<file path="config.mk">
export PLATFORM = sky130hd
export DESIGN_NAME = device_config_fuse_decoder
export DESIGN_NICKNAME = d
export VERILOG_FILES = /design/src/rtl/fuse_decoder_pkg.sv /design/src/rtl/fuse_decoder.sv
export VERILOG_INCLUDE_DIRS = /design/src /design/src/rtl
export SDC_FILE = /design/constraint.sdc
export NUM_CORES = 1
export LEC_CHECK = 0
export ABC_CLOCK_PERIOD_IN_PS = 1730
export BUFFER_PORTS_ARGS = -buffer_cell sky130_fd_sc_hd__buf_2
export CAP_MARGIN = 0
export CELL_PAD_IN_SITES_DETAIL_PLACEMENT = 1
export CELL_PAD_IN_SITES_GLOBAL_PLACEMENT = 2
export CORE_MARGIN = 4
export CORE_UTILIZATION = 30
export CTS_CLUSTER_DIAMETER = 30
export CTS_CLUSTER_SIZE = 28
export DETAILED_ROUTE_END_ITERATION = 7
export PLACE_DENSITY_LB_ADDON = 0.1
export SLEW_MARGIN = 10
export SYNTH_ARGS = -nofsm -noshare
export SYNTH_HDL_FRONTEND = slang
export SYNTH_SLANG_ARGS = --single-unit
export TNS_END_PERCENT = 1
</file>
<file path="constraint.sdc">
create_clock -name pclk -period 1.73 [get_ports pclk]
set_input_delay 0.173 -clock pclk [delete_from_list [all_inputs] [get_ports pclk]]
set_output_delay 0.173 -clock pclk [all_outputs]
set_load 0.02 [all_outputs]
</file>
<file path="src/rtl/fuse_decoder_cfg.svh">
`ifndef FUSE_DECODER_CFG_SVH
`define FUSE_DECODER_CFG_SVH

// ==========================================================
// register map (apb byte addresses)
`define OFS_BOOT      12'h000
`define OFS_SECURE    12'h004
`define OFS_GENERAL   12'h008
`define OFS_OSC_SRC   12'h00c
`define OFS_OSC       12'h010
`define OFS_WDT       12'h014
`define OFS_POR       12'h018
`define OFS_DEBUG     12'h01c
`define OFS_STATUS    12'h020
`define NUM_BYTES     8

// ==========================================================
// field positions
`define BIT_BOOT_WP    0
`define BIT_SEC_WP     0
`define BIT_GEN_WP     0
`define BIT_TWO_SPEED  7
`define BIT_LOCK       5
`define BIT_OSC_PIN    2
`define BIT_WDT_FORCE  7
`define BIT_WDT_WIN_OFF 6
`define BIT_WDT_PRE    4
`define POR_RSVD_MASK  8'he0
`define ERASED_BYTE    8'hff
`endif

</file>
<file path="src/rtl/fuse_decoder_pkg.sv">
package fuse_decoder_pkg;

    // boot segment end / secure segment end codes
    typedef enum logic [1:0] {
        seg_small = 2'b10, seg_mid = 2'b01, seg_large = 2'b00,
        seg_none = 2'b11
    } seg_size_t;

    typedef enum logic [2:0] {
        osc_internal_fast_rc       = 3'b000,
        osc_internal_fast_rc_pll   = 3'b001,
        osc_pri                    = 3'b010,
        osc_pri_pll                = 3'b011,
        osc_sec                    = 3'b100,
        osc_low_power_rc           = 3'b101,
        osc_internal_fast_rc_div16 = 3'b110,
        osc_internal_fast_rc_post  = 3'b111
    } osc_src_t;

    typedef enum logic [1:0] {
        pri_ext = 2'b00, pri_xt = 2'b01, pri_hs = 2'b10, pri_off = 2'b11
    } pri_mode_t;

    typedef enum logic [2:0] {
        st_load = 3'b001, st_run = 3'b010, st_lock = 3'b100
    } load_state_t;

    // memory protection controls
    typedef struct packed {
        logic        boot_write_protect;
        logic        boot_present;
        logic        boot_high_security;
        logic [23:0] boot_end;
        logic [10:0] boot_ram_bytes;
        logic        secure_write_protect;
        logic        secure_present;
        logic        secure_high_security;
        logic [23:0] secure_end;
        logic [12:0] secure_ram_bytes;
        logic        general_protected;
        logic        general_high_security;
        logic        general_write_protect;
    } mem_ctl_t;

    // clock and watchdog controls
    typedef struct packed {
        logic        two_speed_startup;
        osc_src_t    initial_osc_select;
        logic        clock_switch_en;
        logic        fail_safe_en;
        logic        pin_select_lock_policy;
        logic        osc_pin_clock_out;
        pri_mode_t   primary_osc_mode;
        logic        watchdog_running;
        logic        watchdog_window_mode;
        logic [7:0]  watchdog_prescale;
    } clk_ctl_t;

endpackage : fuse_decoder_pkg

</file>
<file path="src/rtl/fuse_decoder.sv">
`timescale 1ns/1ps
`include "fuse_decoder_cfg.svh"

module device_config_fuse_decoder
    import fuse_decoder_pkg::*;
#(
    parameter bit SMALL_VARIANT = 1'b0
) (
    // clock and reset
    input  wire logic        pclk,
    input  wire logic        presetn,
    // apb slave
    input  wire logic        psel,
    input  wire logic        penable,
    input  wire logic        pwrite,
    input  wire logic [11:0] paddr,
    input  wire logic [31:0] pwdata,
    output logic      [31:0] prdata,
    output logic             pready,
    output logic             pslverr,
    // nonvolatile byte load port
    input  wire logic        nv_valid,
    input  wire logic [2:0]  nv_index,
    input  wire logic [7:0]  nv_data,
    input  wire logic        nv_done,
    // runtime input from reset control
    input  wire logic        software_watchdog_enable,
    // decoded outputs
    output mem_ctl_t         mem_ctl,
    output clk_ctl_t         clk_ctl,
    output logic             config_ready
);

    // ==========================================================
    // state
    typedef struct packed {
        load_state_t               st;
        logic [`NUM_BYTES-1:0][7:0] bytes;
        logic [`NUM_BYTES-1:0]     written;
        logic                      wdt_forced;
        mem_ctl_t                  mem;
        clk_ctl_t                  clk;
        logic [31:0]               rdata;
    } state_t;

    state_t s;
    state_t next_s;

    // ==========================================================
    // decode helpers
    function automatic logic [23:0] boot_end_of(input logic [1:0] c);
        case (c)
            2'b10:   boot_end_of = 24'h0007fe;
            2'b01:   boot_end_of = 24'h001ffe;
            2'b00:   boot_end_of = 24'h003ffe;
            default: boot_end_of = 24'h000000;
        endcase
    endfunction : boot_end_of

    function automatic logic [23:0] sec_end_of(input logic [1:0] c);
        case (c)
            2'b10:   sec_end_of = 24'h001ffe;
            2'b01:   sec_end_of = 24'h003ffe;
            2'b00:   sec_end_of = 24'h007ffe;
            default: sec_end_of = 24'h000000;
        endcase
    endfunction : sec_end_of

    function automatic logic [10:0] boot_ram_of(input logic [1:0] c);
        case (c)
            2'b10:   boot_ram_of = 11'd128;
            2'b01:   boot_ram_of = 11'd256;
            2'b00:   boot_ram_of = 11'd1024;
            default: boot_ram_of = 11'd0;
        endcase
    endfunction : boot_ram_of

    // reading a byte applies fixed-value bits
    function automatic logic [7:0] view(input state_t x,
                                        input logic [2:0] i);
        view = x.bytes[i];
        if (i == 3'd1 && SMALL_VARIANT)
            view = `ERASED_BYTE;
        if (i == 3'd6)
            view = x.bytes[i] | `POR_RSVD_MASK;
    endfunction : view

    function automatic logic [2:0] addr_index(input logic [11:0] a);
        addr_index = a[4:2];
    endfunction : addr_index

    // ==========================================================
    // per-byte read view, built once for the bus path
    logic [7:0] byte_view [`NUM_BYTES];

    for (genvar g = 0; g < `NUM_BYTES; g++) begin : g_view
        assign byte_view[g] = view(s, 3'(g));
    end

    // ==========================================================
    // decoded image of the latched bytes
    mem_ctl_t dm;
    clk_ctl_t dc;
    logic [7:0] b_boot, b_sec, b_gen, b_src, b_osc, b_wdt;
    logic [12:0] sec_ram_raw;

    always_comb begin
        b_boot = view(s, 3'd0);
        b_sec  = view(s, 3'd1);
        b_gen  = view(s, 3'd2);
        b_src  = view(s, 3'd3);
        b_osc  = view(s, 3'd4);
        b_wdt  = view(s, 3'd5);
        dm = '0;
        dm.boot_write_protect   = ~b_boot[`BIT_BOOT_WP];
        dm.boot_present         = b_boot[2:1] != 2'b11;
        dm.boot_end             = boot_end_of(b_boot[2:1]);
        dm.boot_high_security   = dm.boot_present & ~b_boot[3];
        dm.boot_ram_bytes       = boot_ram_of(b_boot[7:6]);
        dm.secure_write_protect = ~b_sec[`BIT_SEC_WP];
        dm.secure_present       = b_sec[2:1] != 2'b11;
        dm.secure_end           = sec_end_of(b_sec[2:1]);
        dm.secure_high_security = dm.secure_present & ~b_sec[3];
        case (b_sec[7:6])
            2'b10:   sec_ram_raw = 13'd256;
            2'b01:   sec_ram_raw = 13'd200;
            2'b00:   sec_ram_raw = 13'd4096;
            default: sec_ram_raw = 13'd0;
        endcase
        dm.secure_ram_bytes = (sec_ram_raw == 13'd0) ? 13'd0 :
            13'(sec_ram_raw - {2'b00, boot_ram_of(b_boot[7:6])});
        dm.general_protected     = b_gen[2:1] != 2'b11;
        dm.general_high_security = ~b_gen[2];
        dm.general_write_protect = ~b_gen[`BIT_GEN_WP];
        dc = '0;
        dc.two_speed_startup  = b_src[`BIT_TWO_SPEED];
        dc.initial_osc_select = osc_src_t'(b_src[2:0]);
        dc.clock_switch_en    = ~b_osc[7];
        dc.fail_safe_en       = b_osc[7:6] == 2'b00;
        dc.pin_select_lock_policy = b_osc[`BIT_LOCK];
        dc.primary_osc_mode   = pri_mode_t'(b_osc[1:0]);
        // crystal modes own the second pin, so no clock output there
        dc.osc_pin_clock_out  = b_osc[`BIT_OSC_PIN] &
            (b_osc[1:0] != 2'b10) & (b_osc[1:0] != 2'b01);
        dc.watchdog_running   = b_wdt[`BIT_WDT_FORCE] |
                                software_watchdog_enable;
        dc.watchdog_window_mode = ~b_wdt[`BIT_WDT_WIN_OFF];
        dc.watchdog_prescale  = b_wdt[`BIT_WDT_PRE] ?
                                8'd128 : 8'd32;
    end

    // unprogrammed defaults, used while loading
    mem_ctl_t def_m;
    clk_ctl_t def_c;

    always_comb begin
        def_m = '0;
        def_m.boot_ram_bytes = 11'd0;
        def_c = '0;
        def_c.two_speed_startup  = 1'b1;
        def_c.initial_osc_select = osc_internal_fast_rc_post;
        def_c.pin_select_lock_policy = 1'b1;
        def_c.osc_pin_clock_out  = 1'b1;
        def_c.primary_osc_mode   = pri_off;
        def_c.watchdog_running   = 1'b1;
        def_c.watchdog_prescale  = 8'd128;
    end

    // ==========================================================
    // apb decode
    logic       acc;
    logic       mapped;
    logic [2:0] idx;

    always_comb begin
        acc    = psel & penable;
        idx    = addr_index(paddr);
        mapped = (paddr[1:0] == 2'b00) && (paddr <= `OFS_STATUS);
    end

    // ==========================================================
    // next state
    always_comb begin
        next_s = s;
        next_s.rdata = 32'h0000_0000;
        case (s.st)
            st_load: begin
                // bytes stream in only during reset loading
                if (nv_valid) begin
                    next_s.bytes[nv_index] = nv_data;
                end
                next_s.mem = def_m;
                next_s.clk = def_c;
                if (nv_done) begin
                    next_s.st = st_run;
                end
            end
            st_run: begin
                next_s.mem        = dm;
                next_s.clk        = dc;
                next_s.wdt_forced = b_wdt[`BIT_WDT_FORCE];
                next_s.st         = st_lock;
            end
            st_lock: begin
                // only the software watchdog term may move after load;
                // the forced bit is a frozen copy, since table writes
                // may still change the byte behind it
                next_s.clk.watchdog_running = s.wdt_forced |
                    software_watchdog_enable;
            end
            default: next_s.st = st_load;
        endcase
        // table writes: each byte once per reset, ones to zeros
        if (acc & pwrite & mapped & (paddr < `OFS_STATUS) &
            ~s.written[idx]) begin
            next_s.bytes[idx]   = s.bytes[idx] & pwdata[7:0];
            next_s.written[idx] = 1'b1;
        end
        // read data taken in setup so the access phase shows a flop
        if (psel & ~penable & ~pwrite & mapped) begin
            if (paddr == `OFS_STATUS)
                next_s.rdata = {29'h0, s.st};
            else
                next_s.rdata = {24'h0, byte_view[idx]};
        end
    end

    // ==========================================================
    // registers
    always_ff @(posedge pclk or negedge presetn) begin
        if (!presetn) begin
            s.st      <= st_load;
            s.bytes   <= {`NUM_BYTES{`ERASED_BYTE}};
            s.written <= '0;
            s.wdt_forced <= 1'b0;
            s.mem     <= '0;
            s.clk     <= '0;
            s.rdata   <= 32'h0000_0000;
        end else begin
            s <= next_s;
        end
    end

    // ==========================================================
    // outputs; zero wait states, read data straight from its flop
    always_comb begin
        pready       = 1'b1;
        pslverr      = acc & ~mapped;
        prdata       = s.rdata;
        mem_ctl      = s.mem;
        clk_ctl      = s.clk;
        config_ready = s.st == st_lock;
    end

endmodule : device_config_fuse_decoder

</file>
==> results.cfg <==
[clocking]
cts_buffers = 17
cts.clk_slew.worst_paths_ns = 0.06
clk_latency_ns = 0.42
clock_path_buffers = 2
cts_tree = yes
clock-sinks = 121
ctsHtreeMaxLevel = 4
clockRootBuffer = clkbuf_16

[setup_path]
critPathLaunchType = register
crit_buf_inv = 2
crit_path_end_kind = register
slowest_delay_ns = 0.55
critical_path.top_delay_family = adder cells
cp_cell_sequence = nor2b_4 -> inv_2 -> ha_4 -> fa_2 -> inv_2 -> ha_4 -> a32o_1
cp_data_arrival_time_ns = 2.15
crit_fanout = 4
crit_type = register to register
cpMaxStageDelayCell = dfstp_2
crit_required_ns = 2.04

[synth]
yosys.cell_count.top_type = mux2i_1
synth_warnings = 0
async_reset_ff_share_pct = 100.0
synth.avg_cell_area_sq_um = 10.61
synth_edf_count = 0
synth_ff_type = dfstp_2
seq_area_frac_synth_pct = 43.47
ys_top_cells_by_count = 140 x mux2i_1, 134 x buf_4, 65 x dfstp_2, 56 x dfrtp_1, 41 x nand2_1
synthDistinctLibCells = 54
synthTopCellsByArea = dfstp_2 24%, dfrtp_1 20%, mux2i_1 20%, buf_4 14%, nand2_1 2.2%
netlist_instances = 674
synth_area_sq_um = 7153
synth_seq_cells = 121
synth_top_cell_by_area = dfstp_2
synth_top_area_share_pct = 23.88

[cells_and_area]
post_route_cells_drive_above_1_share_pct = 42.63
area_delta_synth_final_pct = 25.05
final_nets = 875
multi_input_area_sq_um = 3211
n_antenna_cell = 0
fin_util_pct = 38.11
nFillCells = 2641
area.sequential_sq_um = 3109

[sta]
skew_ns = 0.01318
holdWs_ns = 0.02719
drv_slew = 0
max_clock_freq_mhz = 543.8
layout_setup_ws_ns = -0.1089
grt_setup_unrepaired = yes
finalCriticalPeriod_ns = 1.839
finalHoldViolations = 0
setup_tns_ns = -0.2681
finalSetupViolations = 11
finalCritPeriodShare_pct = 106.3

[floorplanning]
fp.dieW_microns = 162.4
die_h_microns = 162.4
initial_utilization_pct = 30.47
rows = 56
core_sq_um = 23470
dieArea_sq_um = 26380
ioPinCount = 199

[global_route]
grt_pass1_vias = 5653
grt_pass1_wl_mm = 34.20
grt_overflow = 0
antenna_found_initial = 0
grt_use_total_pct = 17.07
grt_max_degree = 41

[place]
port_buffers = 109
globalplace.congestion = 0.8006
post-place-ws_ns = -0.1412
post-dp-hpwl_mm = 16.32

[routing]
drc = 0
wl_mm = 22.30
vias = 5247
drtIter0Drc = 223
drtAntennaViolNets = 0
via_per_inst = 4.603
dr.pass1.iters = 4
wl_per_cell_microns = 19.56

[power_and_ir_drop]
p_per_area_nw_per_um2 = 1683
p_leak_nw = 4.417
total_power_mw = 15.06
ir_worst_vdd_mv = 0.5018

[min_path]
holdCritPathClass = input port to register

[outcome]
status = finished, violations left
violations = setup timing

[run]
drv_cap = 0
[logic make-up after synthesis]
group	after synthesis	share of synthesized area (%)
multiplexers	145	20.38
AO/OA/AOI/OAI	89	8.466
buffers and inverters	178	16.55
XOR/XNOR	1	0.1225
flip-flops	121	43.47
AND/OR/NAND/NOR	134	10.11
other	2	0.1050
adder cells (fa/ha/maj)	4	0.8047
[registers in the layout, summed over array words and instances, names as in the netlist, 13 cells and up]
| signal | cells |
|---|---|
| s | 15 |
| byte_view | 13 |
| clk_ctl | 14 |
| mem_ctl | 23 |
[power breakdown]
| group | internal (mW) | switching [mW] |
|---|---|---|
| Sequential | 4.53 | 0.929 |
| Combinational | 2.45 | 3.11 |
| Clock | 2.69 | 1.34 |
[routing by layer]
metal	GRT usage (%)	vias up	wire length, microns	part of all wire (%)
met1	22.81	2640	10080	45
li1	-	2442	-	-
met2	28.67	149	10760	48
met4	4.614	0	286	1.3
met5	0	-	0	0
met3	2.961	16	1170	5.2
[worst paths after layout]
check	start	end	slack [ns]	cells past startpoint
min in group asynchronous	presetn	prdata[4]	0.25	2
setup reg to reg	b_sec[6]	mem_ctl[13]	-0.11	7
hold reg to reg	mem_ctl[30]	mem_ctl[30]	0.47	2
max in group asynchronous	presetn	s[195]	0.76	3
hold / removal	nv_done	s[207]	0.03	2
setup / recovery	b_sec[6]	mem_ctl[13]	-0.11	7
[through the flow]
stage | area, sq um | cells
floorplan | 7411 | 737
global placement | 8129 | 1103
detailed placement | 8129 | 1103
CTS | 8874 | 1139
global route | 8945 | 1140
finish | 8945 | 1140
[final cells by class]
type,instances,area share [%]
clock buffer,19,4.840
sequential,121,34.76
clock inverter,13,2.518
timing repair buffer,219,17.07
tap,319,4.462
multi-input combinational,438,35.89
inverter,11,0.4616
[repair_timing]
item                                   in CTS  in global routing
endpoints found under the hold margin      11                  0
buffers inserted                            2                  1
hold buffers                                2                  0
gates resized for setup                    11                 15
setup endpoints to repair                  27                 45
pin swaps                                   2                  2
[placed cells by master, fill, tap and decap left out, types with 4 or more instances in the layout]
master / n
o22a_1: 11
a221oi_1: 5
or2_2: 7
nor3_1: 6
dfrtp_1: 56
inv_1: 8
nor2b_4: 4
a21oi_1: 10
nand2b_1: 9
nand2_1: 40
bufinv_16: 6
o21ai_0: 24
clkinv_2: 4
nor3_2: 4
mux2i_1: 140
clkbuf_16: 17
a22o_1: 5
buf_6: 6
dfstp_2: 65
nand3_1: 13
o21ai_1: 4
o221ai_1: 4
nor2_1: 22
buf_4: 93
o22ai_1: 4
conb_1: 65
buf_2: 108
buf_12: 10
mux2_2: 5
Power figures use the tool's default switching activity.
